==> src/hdl/aidt_defines.vh <==
`ifndef AIDT_DEFINES_VH
`define AIDT_DEFINES_VH
// ==========================================================================
// Operation codes presented to the execution datapath.
`define AIDT_OP_NONE       5'h00
`define AIDT_OP_ADC        5'h01
`define AIDT_OP_INC        5'h02
`define AIDT_OP_SUB        5'h03
`define AIDT_OP_SBB        5'h04
`define AIDT_OP_DEC        5'h05
`define AIDT_OP_NEG        5'h06
`define AIDT_OP_CMP        5'h07
`define AIDT_OP_UMUL       5'h08
`define AIDT_OP_SMUL       5'h09
`define AIDT_OP_SMUL_IMM   5'h0A
`define AIDT_OP_UDIV       5'h0B
`define AIDT_OP_SDIV       5'h0C
`define AIDT_OP_UBCD_ADD   5'h0D
`define AIDT_OP_PBCD_ADD   5'h0E
`define AIDT_OP_UBCD_SUB   5'h0F
`define AIDT_OP_PBCD_SUB   5'h10
`define AIDT_OP_B2W        5'h11
`define AIDT_OP_W2D        5'h12
// ==========================================================================
// Operand forms.
`define AIDT_FORM_NONE     3'h0
`define AIDT_FORM_REG_RM   3'h1
`define AIDT_FORM_IMM_RM   3'h2
`define AIDT_FORM_IMM_ACC  3'h3
`define AIDT_FORM_RM       3'h4
`define AIDT_FORM_REG      3'h5
`define AIDT_FORM_IMPLIED  3'h6
// ==========================================================================
// Opcode byte values and masks.
`define AIDT_MASK_2        8'hFC
`define AIDT_MASK_1        8'hFE
`define AIDT_MASK_5        8'hF8
`define AIDT_PAT_ADC_RM    8'h10
`define AIDT_PAT_ADC_ACC   8'h14
`define AIDT_PAT_SUB_RM    8'h28
`define AIDT_PAT_SBB_RM    8'h18
`define AIDT_PAT_GRP1      8'h80
`define AIDT_PAT_GRP_FE    8'hFE
`define AIDT_PAT_GRP_F6    8'hF6
`define AIDT_PAT_CMP_A     8'h3A
`define AIDT_PAT_CMP_B     8'h38
`define AIDT_PAT_CMP_ACC   8'h3C
`define AIDT_PAT_SIGNED_MULTIPLY_OP_IMM  8'h69
`define AIDT_MASK_SIGNED_MULTIPLY_OP_IMM 8'hFD
`define AIDT_PAT_INC_REG   8'h40
`define AIDT_PAT_DEC_REG   8'h48
`define AIDT_PAT_UBCD_ADD  8'h37
`define AIDT_PAT_PBCD_ADD  8'h27
`define AIDT_PAT_UBCD_SUB  8'h3F
`define AIDT_PAT_PBCD_SUB  8'h2F
`define AIDT_PAT_B2W       8'h98
`define AIDT_PAT_W2D       8'h99
// ==========================================================================
// Reg field sub-codes.
`define AIDT_REG_ADC       3'h2
`define AIDT_REG_SUB       3'h5
`define AIDT_REG_CMP       3'h7
`define AIDT_REG_INC       3'h0
`define AIDT_REG_DEC       3'h1
`define AIDT_REG_NEG       3'h3
`define AIDT_REG_UMUL      3'h4
`define AIDT_REG_SMUL      3'h5
`define AIDT_REG_UDIV      3'h6
`define AIDT_REG_SDIV      3'h7
`define AIDT_MOD_REG       2'h3
// ==========================================================================
// Clock counts.
`define AIDT_CLK_1         6'h01
`define AIDT_CLK_2         6'h02
`define AIDT_CLK_3         6'h03
`define AIDT_CLK_7         6'h07
`define AIDT_CLK_8         6'h08
`define AIDT_CLK_UMUL_RB   6'h0D
`define AIDT_CLK_UMUL_RW   6'h15
`define AIDT_CLK_UMUL_MB   6'h12
`define AIDT_CLK_UMUL_MW   6'h1A
`define AIDT_CLK_SMUL_RB   6'h10
`define AIDT_CLK_SMUL_RW   6'h18
`define AIDT_CLK_SMUL_MB   6'h15
`define AIDT_CLK_SMUL_MW   6'h1D
`define AIDT_CLK_IMMUL_R   6'h17
`define AIDT_CLK_IMMUL_M   6'h1C
`define AIDT_CLK_DIV_RB    6'h12
`define AIDT_CLK_DIV_RW    6'h1A
`define AIDT_CLK_DIV_MB    6'h17
`define AIDT_CLK_DIV_MW    6'h1F
`endif

==> src/hdl/aidt_timing.v <==
`timescale 1ns/10ps
`include "aidt_defines.vh"
// ==========================================================================
// Clock count lookup from operation, width and operand location.
module aidt_timing (
    input  wire [4:0] i_op,      // Decoded operation.
    input  wire       i_word,    // Word width.
    input  wire       i_mem,     // Operand in memory.
    output reg  [5:0] o_clocks   // Clock budget.
);
    // Select register or memory count, then width for the long ops.
    always @* begin
        case (i_op)
            `AIDT_OP_ADC, `AIDT_OP_SUB, `AIDT_OP_SBB, `AIDT_OP_CMP: begin
                o_clocks = i_mem ? `AIDT_CLK_7 : `AIDT_CLK_1;
            end
            `AIDT_OP_INC, `AIDT_OP_DEC, `AIDT_OP_NEG: begin
                o_clocks = i_mem ? `AIDT_CLK_8 : `AIDT_CLK_1;
            end
            `AIDT_OP_UMUL: begin
                o_clocks = i_mem ? (i_word ? `AIDT_CLK_UMUL_MW : `AIDT_CLK_UMUL_MB)
                                 : (i_word ? `AIDT_CLK_UMUL_RW : `AIDT_CLK_UMUL_RB);
            end
            `AIDT_OP_SMUL: begin
                o_clocks = i_mem ? (i_word ? `AIDT_CLK_SMUL_MW : `AIDT_CLK_SMUL_MB)
                                 : (i_word ? `AIDT_CLK_SMUL_RW : `AIDT_CLK_SMUL_RB);
            end
            `AIDT_OP_SMUL_IMM: begin
                o_clocks = i_mem ? `AIDT_CLK_IMMUL_M : `AIDT_CLK_IMMUL_R;
            end
            `AIDT_OP_UDIV, `AIDT_OP_SDIV: begin
                o_clocks = i_mem ? (i_word ? `AIDT_CLK_DIV_MW : `AIDT_CLK_DIV_MB)
                                 : (i_word ? `AIDT_CLK_DIV_RW : `AIDT_CLK_DIV_RB);
            end
            `AIDT_OP_UBCD_ADD, `AIDT_OP_UBCD_SUB: begin
                o_clocks = `AIDT_CLK_3;
            end
            `AIDT_OP_PBCD_ADD, `AIDT_OP_PBCD_SUB, `AIDT_OP_B2W, `AIDT_OP_W2D: begin
                o_clocks = `AIDT_CLK_2;
            end
            default: begin
                o_clocks = 6'h00;
            end
        endcase
    end
endmodule // aidt_timing

==> src/hdl/aidt_decoder.v <==
`timescale 1ns/10ps
`include "aidt_defines.vh"
// Functional notes
// - 000100dw with mod/reg/rm is add-with-carry, 1 register or 7 memory clocks.
// - 100000sw reg 010 adds immediate with carry; 1/8 clocks; second byte if sw=01.
// - 0001010w adds immediate plus carry to accumulator in 1 clock; high byte if w.
// - 1111111w reg 000 increments in 1/8 clocks; 01000rrr increments register in 1.
// - 001010dw with mod/reg/rm subtracts, 1 register or 7 memory clocks.
// - 100000sw reg 101 subtracts immediate, 1 register or 8 memory clocks.
// - 000110dw with mod/reg/rm subtracts with borrow, 1/7 clocks.
// - 1111111w reg 001 decrements in 1/8 clocks; 01001rrr decrements register.
// - Compare writes flags only; 1/7 for reg forms and reg 111; accumulator 1.
// - 1111011w reg 100 unsigned multiply: 13, 21, 18, 26 clocks.
// - 1111011w reg 101 signed multiply: 16, 24, 21, 29 clocks.
// - 011010s1 multiplies by signed immediate, 23/28 clocks; second byte if s=0.
// - 1111011w reg 110 unsigned divide: 18, 26, 23, 31 clocks.
// - 1111011w reg 111 signed divide with the same counts as unsigned divide.
// - 00110111 unpacked BCD add adjust 3 clocks; 00100111 packed 2 clocks.
// - 00111111 unpacked BCD subtract adjust 3 clocks; 00101111 packed 2 clocks.
// - 10011000 byte to word and 10011001 word to double word, 2 clocks each.
// ==========================================================================
// Arithmetic group decoder. Bytes arrive one per valid cycle from fetch.
module aidt_decoder (
    input  wire       i_clk,          // System clock, 250 MHz.
    input  wire       i_reset,        // Synchronous reset, active high.
    input  wire       i_byte_valid,   // Fetch offers a byte.
    input  wire [7:0] i_byte,         // Instruction byte.
    output wire       o_byte_ready,   // Decoder takes the byte.
    input  wire       i_exec_ready,   // Datapath takes the decoded result.
    output reg        o_valid_r,      // Decoded instruction valid.
    output reg  [4:0] o_op_r,         // Operation code.
    output reg  [2:0] o_form_r,       // Operand form.
    output reg        o_word_r,       // Word width.
    output reg        o_dir_reg_r,    // Reg field is destination.
    output reg        o_mem_r,        // Operand in memory.
    output reg  [1:0] o_mod_r,        // Mod field.
    output reg  [2:0] o_reg_r,        // Reg field or register index.
    output reg  [2:0] o_rm_r,         // R/m field.
    output reg        o_flags_only_r, // Result discarded, flags only.
    output reg [15:0] o_imm_r,        // Immediate, extended.
    output reg  [5:0] o_clocks_r,     // Clock budget.
    output reg        o_illegal_r     // First byte, or group reg field, outside this group.
);
    // ======================================================================
    // One-hot states.
    localparam [4:0] ST_OP   = 5'h01;
    localparam [4:0] ST_MODRM = 5'h02;
    localparam [4:0] ST_IMML = 5'h04;
    localparam [4:0] ST_IMMH = 5'h08;
    localparam [4:0] ST_OUT  = 5'h10;

    reg  [4:0] state_r;
    reg  [4:0] state_nxt;
    reg  [7:0] opc_r;
    reg  [4:0] op_r;
    reg  [2:0] form_r;
    reg        imm_two_r;
    reg  [1:0] mod_r;
    reg  [2:0] regf_r;
    reg  [2:0] rm_r;
    reg  [7:0] imm_lo_r;
    reg [15:0] imm_r;
    wire [5:0] clocks;
    wire       is_mem;
    wire       take;

    // Masked opcode compare, used by every pattern test except the exact single-byte opcodes and the opc_r[7:1] compare in ST_MODRM.
    function match;
        input [7:0] b;
        input [7:0] msk;
        input [7:0] pat;
        begin
            match = ((b & msk) == pat);
        end
    endfunction

    // Operation named by the reg field of a group opcode.
    function [4:0] grp_op;
        input [7:0] b;
        input [2:0] r;
        begin
            grp_op = `AIDT_OP_NONE;
            if (match(b, `AIDT_MASK_2, `AIDT_PAT_GRP1)) begin
                case (r)
                    `AIDT_REG_ADC: grp_op = `AIDT_OP_ADC;
                    `AIDT_REG_SUB: grp_op = `AIDT_OP_SUB;
                    `AIDT_REG_CMP: grp_op = `AIDT_OP_CMP;
                    default:       grp_op = `AIDT_OP_NONE;
                endcase
            end else if (match(b, `AIDT_MASK_1, `AIDT_PAT_GRP_FE)) begin
                case (r)
                    `AIDT_REG_INC: grp_op = `AIDT_OP_INC;
                    `AIDT_REG_DEC: grp_op = `AIDT_OP_DEC;
                    default:       grp_op = `AIDT_OP_NONE;
                endcase
            end else if (match(b, `AIDT_MASK_1, `AIDT_PAT_GRP_F6)) begin
                case (r)
                    `AIDT_REG_NEG:  grp_op = `AIDT_OP_NEG;
                    `AIDT_REG_UMUL: grp_op = `AIDT_OP_UMUL;
                    `AIDT_REG_SMUL: grp_op = `AIDT_OP_SMUL;
                    `AIDT_REG_UDIV: grp_op = `AIDT_OP_UDIV;
                    `AIDT_REG_SDIV: grp_op = `AIDT_OP_SDIV;
                    default:        grp_op = `AIDT_OP_NONE;
                endcase
            end else begin
                grp_op = op_r;
            end
        end
    endfunction

    assign take         = i_byte_valid && o_byte_ready;
    assign o_byte_ready = (state_r != ST_OUT);
    assign is_mem       = (mod_r != `AIDT_MOD_REG);

    // Cycle budget lookup.
    aidt_timing u_timing (
        .i_op     (op_r),
        .i_word   (opc_r[0]),
        .i_mem    (is_mem),
        .o_clocks (clocks)
    );

    // Next state from the byte just taken.
    always @* begin
        state_nxt = state_r;
        case (state_r)
            ST_OP: begin
                if (take) begin
                    state_nxt = ST_OUT;
                    if (form_of(i_byte) == `AIDT_FORM_IMM_ACC) begin
                        state_nxt = ST_IMML;
                    end else if (form_of(i_byte) == `AIDT_FORM_REG_RM ||
                                 form_of(i_byte) == `AIDT_FORM_IMM_RM ||
                                 form_of(i_byte) == `AIDT_FORM_RM) begin
                        state_nxt = ST_MODRM;
                    end
                end
            end
            ST_MODRM: begin
                if (take) begin
                    state_nxt = ST_OUT;
                    if (form_r == `AIDT_FORM_IMM_RM || op_r == `AIDT_OP_SMUL_IMM)
                        state_nxt = ST_IMML;
                end
            end
            ST_IMML: begin
                if (take) begin
                    state_nxt = imm_two_r ? ST_IMMH : ST_OUT;
                end
            end
            ST_IMMH: begin
                if (take) begin
                    state_nxt = ST_OUT;
                end
            end
            ST_OUT: begin
                if (o_valid_r && i_exec_ready) begin
                    state_nxt = ST_OP;
                end
            end
            default: begin
                state_nxt = ST_OP;
            end
        endcase
    end

    // Operand form of a first byte.
    function [2:0] form_of;
        input [7:0] b;
        begin
            if (match(b, `AIDT_MASK_2, `AIDT_PAT_ADC_RM) ||
                match(b, `AIDT_MASK_2, `AIDT_PAT_SUB_RM) ||
                match(b, `AIDT_MASK_2, `AIDT_PAT_SBB_RM) ||
                match(b, `AIDT_MASK_1, `AIDT_PAT_CMP_A) ||
                match(b, `AIDT_MASK_1, `AIDT_PAT_CMP_B) ||
                match(b, `AIDT_MASK_SIGNED_MULTIPLY_OP_IMM, `AIDT_PAT_SIGNED_MULTIPLY_OP_IMM))
                form_of = `AIDT_FORM_REG_RM;
            else if (match(b, `AIDT_MASK_2, `AIDT_PAT_GRP1))
                form_of = `AIDT_FORM_IMM_RM;
            else if (match(b, `AIDT_MASK_1, `AIDT_PAT_ADC_ACC) ||
                     match(b, `AIDT_MASK_1, `AIDT_PAT_CMP_ACC))
                form_of = `AIDT_FORM_IMM_ACC;
            else if (match(b, `AIDT_MASK_1, `AIDT_PAT_GRP_FE) ||
                     match(b, `AIDT_MASK_1, `AIDT_PAT_GRP_F6))
                form_of = `AIDT_FORM_RM;
            else if (match(b, `AIDT_MASK_5, `AIDT_PAT_INC_REG) ||
                     match(b, `AIDT_MASK_5, `AIDT_PAT_DEC_REG))
                form_of = `AIDT_FORM_REG;
            else if (b == `AIDT_PAT_UBCD_ADD || b == `AIDT_PAT_PBCD_ADD ||
                     b == `AIDT_PAT_UBCD_SUB || b == `AIDT_PAT_PBCD_SUB ||
                     b == `AIDT_PAT_B2W || b == `AIDT_PAT_W2D)
                form_of = `AIDT_FORM_IMPLIED;
            else
                form_of = `AIDT_FORM_NONE;
        end
    endfunction

    // Operation of a first byte, group opcodes resolved later.
    function [4:0] op_of;
        input [7:0] b;
        begin
            if (match(b, `AIDT_MASK_2, `AIDT_PAT_ADC_RM) ||
                match(b, `AIDT_MASK_1, `AIDT_PAT_ADC_ACC))
                op_of = `AIDT_OP_ADC;
            else if (match(b, `AIDT_MASK_2, `AIDT_PAT_SUB_RM))
                op_of = `AIDT_OP_SUB;
            else if (match(b, `AIDT_MASK_2, `AIDT_PAT_SBB_RM))
                op_of = `AIDT_OP_SBB;
            else if (match(b, `AIDT_MASK_1, `AIDT_PAT_CMP_A) ||
                     match(b, `AIDT_MASK_1, `AIDT_PAT_CMP_B) ||
                     match(b, `AIDT_MASK_1, `AIDT_PAT_CMP_ACC))
                op_of = `AIDT_OP_CMP;
            else if (match(b, `AIDT_MASK_SIGNED_MULTIPLY_OP_IMM, `AIDT_PAT_SIGNED_MULTIPLY_OP_IMM))
                op_of = `AIDT_OP_SMUL_IMM;
            else if (match(b, `AIDT_MASK_5, `AIDT_PAT_INC_REG))
                op_of = `AIDT_OP_INC;
            else if (match(b, `AIDT_MASK_5, `AIDT_PAT_DEC_REG))
                op_of = `AIDT_OP_DEC;
            else if (b == `AIDT_PAT_UBCD_ADD)
                op_of = `AIDT_OP_UBCD_ADD;
            else if (b == `AIDT_PAT_PBCD_ADD)
                op_of = `AIDT_OP_PBCD_ADD;
            else if (b == `AIDT_PAT_UBCD_SUB)
                op_of = `AIDT_OP_UBCD_SUB;
            else if (b == `AIDT_PAT_PBCD_SUB)
                op_of = `AIDT_OP_PBCD_SUB;
            else if (b == `AIDT_PAT_B2W)
                op_of = `AIDT_OP_B2W;
            else if (b == `AIDT_PAT_W2D)
                op_of = `AIDT_OP_W2D;
            else
                op_of = `AIDT_OP_NONE;
        end
    endfunction

    // Capture opcode, mod/reg/rm and immediate bytes.
    always @(posedge i_clk) begin
        if (i_reset) begin
            state_r   <= ST_OP;
            opc_r     <= 8'h00;
            op_r      <= `AIDT_OP_NONE;
            form_r    <= `AIDT_FORM_NONE;
            imm_two_r <= 1'b0;
            mod_r     <= `AIDT_MOD_REG;
            regf_r    <= 3'h0;
            rm_r      <= 3'h0;
            imm_lo_r  <= 8'h00;
            imm_r     <= 16'h0000;
        end else begin
            state_r <= state_nxt;
            if (take) begin
                case (state_r)
                    ST_OP: begin
                        opc_r    <= i_byte;
                        op_r     <= op_of(i_byte);
                        form_r   <= form_of(i_byte);
                        mod_r    <= `AIDT_MOD_REG;
                        regf_r   <= i_byte[2:0];
                        rm_r     <= 3'h0;
                        imm_r    <= 16'h0000;
                        if (match(i_byte, `AIDT_MASK_SIGNED_MULTIPLY_OP_IMM, `AIDT_PAT_SIGNED_MULTIPLY_OP_IMM))
                            imm_two_r <= ~i_byte[1];
                        else if (match(i_byte, `AIDT_MASK_2, `AIDT_PAT_GRP1))
                            imm_two_r <= (i_byte[1:0] == 2'h1);
                        else
                            imm_two_r <= i_byte[0];
                    end
                    ST_MODRM: begin
                        mod_r  <= i_byte[7:6];
                        regf_r <= i_byte[5:3];
                        rm_r   <= i_byte[2:0];
                        op_r   <= grp_op(opc_r, i_byte[5:3]);
                        if (opc_r[7:1] == 7'h34 && op_of(opc_r) == `AIDT_OP_SMUL_IMM)
                            imm_two_r <= ~opc_r[1];
                    end
                    ST_IMML: begin
                        imm_lo_r <= i_byte;
                        imm_r    <= {{8{i_byte[7]}}, i_byte};
                    end
                    ST_IMMH: begin
                        imm_r <= {i_byte, imm_lo_r};
                    end
                    default: begin
                        imm_r <= imm_r;
                    end
                endcase
            end
        end
    end

    // Present the decoded instruction and hold it until the datapath takes it.
    always @(posedge i_clk) begin
        if (i_reset) begin
            o_valid_r      <= 1'b0;
            o_op_r         <= `AIDT_OP_NONE;
            o_form_r       <= `AIDT_FORM_NONE;
            o_word_r       <= 1'b0;
            o_dir_reg_r    <= 1'b0;
            o_mem_r        <= 1'b0;
            o_mod_r        <= 2'h0;
            o_reg_r        <= 3'h0;
            o_rm_r         <= 3'h0;
            o_flags_only_r <= 1'b0;
            o_imm_r        <= 16'h0000;
            o_clocks_r     <= 6'h00;
            o_illegal_r    <= 1'b0;
        end else if (state_r == ST_OUT && !o_valid_r) begin
            o_valid_r      <= 1'b1;
            o_op_r         <= op_r;
            o_form_r       <= form_r;
            o_word_r       <= opc_r[0];
            o_dir_reg_r    <= opc_r[1];
            o_mem_r        <= is_mem;
            o_mod_r        <= mod_r;
            o_reg_r        <= regf_r;
            o_rm_r         <= rm_r;
            o_flags_only_r <= (op_r == `AIDT_OP_CMP);
            o_imm_r        <= imm_r;
            o_clocks_r     <= clocks;
            if (form_r == `AIDT_FORM_IMM_RM && op_r != `AIDT_OP_CMP && clocks == `AIDT_CLK_7)
                o_clocks_r <= `AIDT_CLK_8;
            o_illegal_r    <= (op_r == `AIDT_OP_NONE);
        end else if (o_valid_r && i_exec_ready) begin
            o_valid_r <= 1'b0;
        end
    end
endmodule // aidt_decoder

==> config.mk <==
export PLATFORM = sky130hd
export DESIGN_NAME = aidt_decoder
export DESIGN_NICKNAME = d
export VERILOG_FILES = /design/src/hdl/aidt_timing.v /design/src/hdl/aidt_decoder.v
export VERILOG_INCLUDE_DIRS = /design/src /design/src/hdl
export SDC_FILE = /design/constraint.sdc
export NUM_CORES = 1
export LEC_CHECK = 0
export BUFFER_PORTS_ARGS = -buffer_cell sky130_fd_sc_hd__buf_2
export CAP_MARGIN = 0
export CELL_PAD_IN_SITES_DETAIL_PLACEMENT = 0
export CELL_PAD_IN_SITES_GLOBAL_PLACEMENT = 1
export CORE_MARGIN = 8
export CORE_UTILIZATION = 40
export DETAILED_ROUTE_END_ITERATION = 10
export GPL_ROUTABILITY_DRIVEN = 0
export GPL_TIMING_DRIVEN = 0
export PLACE_DENSITY = 0.73
export RECOVER_POWER = 50
export SKIP_CTS_REPAIR_TIMING = 1
export SLEW_MARGIN = 5
export SYNTH_ARGS = -nofsm -noshare
export SYNTH_HDL_FRONTEND = slang
export SYNTH_HIERARCHICAL = 1
export SYNTH_SLANG_ARGS = --single-unit
export TNS_END_PERCENT = 1
==> constraint.sdc <==
create_clock -name i_clk -period 2.2 [get_ports i_clk]
set_input_delay 0.22 -clock i_clk [delete_from_list [all_inputs] [get_ports i_clk]]
set_output_delay 0.22 -clock i_clk [all_outputs]
set_load 0.02 [all_outputs]
==> impl_metrics.ini <==
[run_status]
status = finished, violations left
violations = negative setup slack

[clock_tree]
root_buffer = clkbuf_16
cts_buffers = 9
cts.clk_slew.worst_paths_ns = 0.07
clockBufferDepth = 2
clock-sinks = 98
clock_latency_ns = 0.35
cts_tree = done
cts_max_level = 3

[critical_path]
cp_slowest_cell = dfxtp_1
critPathMaxStageDelay_ns = 0.42
rr_worst_depth = 9
start_kind = register
critical-path-top-delay-family = simple AND/OR/NAND/NOR gates
required_ns = 2.46
critPathCaptureType = register
path_cells = clkbuf_2, a21oi_1, a2111oi_2, or2_1, nand4b_1, nor3_2, a31oi_2, nor2b_1, nor3_1
critical_path_class = register to register
cp.buffers_inverters = 1
cp.arrival_ns = 2.48
path_depth = 9
crit_path_max_fanout = 9

[global_routing]
first_global_vias = 4184
antenna_found_initial = 0
grt_overflow = 0
grtUsageTotal_pct = 18.8
grt_max_degree = 16
grt_pass1_wl_um = 22500

[sta]
slew_headroom_pct = 53.5
finalSetupViolCount = 2
max_freq_ghz = 0.451
worst_slew_pin_slew_ns = 0.697
period_needed_ns = 2.22
final.setup.worst_slack_ns = -0.0164
final.setup_skew_ns = 0.00803
slew_viol_final = 0
rsz0062_at_grt = true
hold_viol = 0
finalCritPeriodShare_pct = 101

[place]
place_area_um2 = 5120
dp_hpwl_um = 10600
dp_cells = 792
numPortBuffers = 53
place_ws_ns = -0.139

[final_layout]
fin_cells = 809
fin_area_um2 = 5430
fin_nets = 676
syn_to_final_growth_pct = 16.0
antennaDiodeCount = 0
drive_gt1_share_pct = 10.7

[pwr]
peakVddDrop_mv = 0.371
p_leak_nw = 1.91
p_per_area_nw_per_um2 = 768

[floorplanning]
rows = 39
die_x_um = 124
coreArea_um2 = 11400
dieHeight_um = 124
boundaryPins = 57
die_area_um2 = 15400
initial_utilization_pct = 40.9

[synthesis]
syn_area_um2 = 4680
syn-instance-count = 596
synth_cell_type_count = 74
ys_ff_latch = 98
synth_nets = 609
synth_area_leaders = dfxtp_1, nand2_1, a21oi_1
postSynth.asyncResetShare_pct = 0
yosysTopAreaCell = dfxtp_1
synth_top_area_share_pct = 42.0
yosys_warnings = 6
ys_seq_area_share_pct = 42.0
ys.flop_type = dfxtp_1
synth_edf_count = 0
avgSynthCellArea_um2 = 7.85

[hold_path]
min_path_type = input port to register
hold_depth = 3

[detailed_routing]
vias = 4565
routed_wl_um = 14500
wl_per_cell_um = 17.9
drtAntennaViolNets = 0
drt_pass1_iterations = 5
drt_iter0_drc = 458
drc = 0
vias_per_cell = 5.64

[flow_run]
drv_cap = 0
## area by class of cell
type / instances / area [µm²]
tap: 143 / 179
sequential: 98 / 1970
fill: 1203 / 5990
inverter: 10 / 37.5
clock buffer: 10 / 239
clock inverter: 4 / 30.0
multi-input combinational: 440 / 2510
timing repair buffer: 56 / 233
buffer: 48 / 228
## power breakdown
| part | internal (W) | total [W] | leakage, nW | switching [W] |
|---|---|---|---|---|
| Combinational | 0.000256 | 0.000724 | 0.988 | 0.000468 |
| Clock | 0.000787 | 0.00146 | 0.130 | 0.000676 |
| Sequential | 0.00188 | 0.00198 | 0.797 | 0.0000928 |
| Total | 0.00293 | 0.00416 | 1.91 | 0.00124 |
## layer usage
layer	global-route usage [%]	part of all wire [%]
met2	27.2	41
met4	5.06	1.1
met3	4.31	7.6
met5	0	0
met1	27.3	50
## cell usage after synthesis, drive strengths merged, types with 6 or more instances
| library cell | number |
|---|---|
| o21ai | 20 |
| a211oi | 13 |
| mux2i | 10 |
| nand3 | 10 |
| dfxtp | 98 |
| clkbuf | 29 |
| nor2 | 53 |
| nor2b | 10 |
| nand4b | 6 |
| inv | 10 |
| a21oi | 69 |
| buf | 19 |
| nand4 | 7 |
| nand2b | 6 |
| a22oi | 14 |
| nor3 | 9 |
| nand2 | 125 |
## worst register-to-register path, delay by kind of cell, from the launching register on
family / cells / cell delay [ns]
AO/OA/AOI/OAI: 3 / 0.56
buffers and inverters: 1 / 0.28
AND/OR/NAND/NOR: 5 / 0.88
flip-flops: 1 / 0.42
## worst paths after layout
check               startpoint             to  slack, ns
setup reg to reg       op_r[4]  o_clocks_r[3]      -0.02
hold reg to reg      imm_r[11]    o_imm_r[11]       0.45
hold / removal    i_exec_ready      o_valid_r       0.15
setup / recovery       op_r[4]  o_clocks_r[3]      -0.02
## sequential cells by signal, summed over array words and instances, names as in the netlist, 2 cells and up
name        flops
state_r         5
o_op_r          5
imm_lo_r        8
o_mod_r         2
o_reg_r         3
form_r          3
op_r            5
o_form_r        3
o_imm_r        16
imm_r          16
o_clocks_r      6
o_rm_r          3
mod_r           2
opc_r           8
regf_r          3
rm_r            3
## cell families after synthesis
logic type	Yosys count	synth area share (%)
AOI/OAI and AO/OA	163	22.6
xor gates and xnor gates	3	0.562
adders and majority gates	1	0.268
buffers and inverters	58	5.41
DFF	98	42.0
muxes	10	2.14
other	1	0.0802
and+or+nand+nor	262	27.0
## layout by cell type (no fill, tap or decap), types with 5 or more instances in the layout
| cell | n |
|---|---|
| nand2_1 | 124 |
| clkbuf_16 | 9 |
| o22ai_1 | 5 |
| nor3_1 | 7 |
| nor2b_1 | 9 |
| a211oi_1 | 13 |
| mux2i_1 | 10 |
| dfxtp_1 | 92 |
| nand3_1 | 10 |
| nand2b_1 | 6 |
| a22oi_1 | 14 |
| nand4b_1 | 6 |
| dfxtp_2 | 5 |
| a21oi_1 | 69 |
| clkbuf_1 | 71 |
| o21ai_0 | 19 |
| nand4_1 | 7 |
| buf_2 | 20 |
| inv_1 | 9 |
| nor2_1 | 52 |
## through the flow
stage / hold slack, ns / total power, W / utilization [%] / setup TNS, ns
finish: 0.152 / 0.00416 / 47.5 / -0.0199
global route: 0.188 / 0.00435 / 47.5 / -0.358
CTS: 0.145 / 0.00416 / 47.2 / -0.557
detailed placement: 0.439 / 0.00271 / 44.8 / -0.429
global placement: 0.437 / 0.00269 / 44.8 / -0.371
floorplan: 0.402 / 0.00249 / - / 0
(Power assumes the default switching activity.)
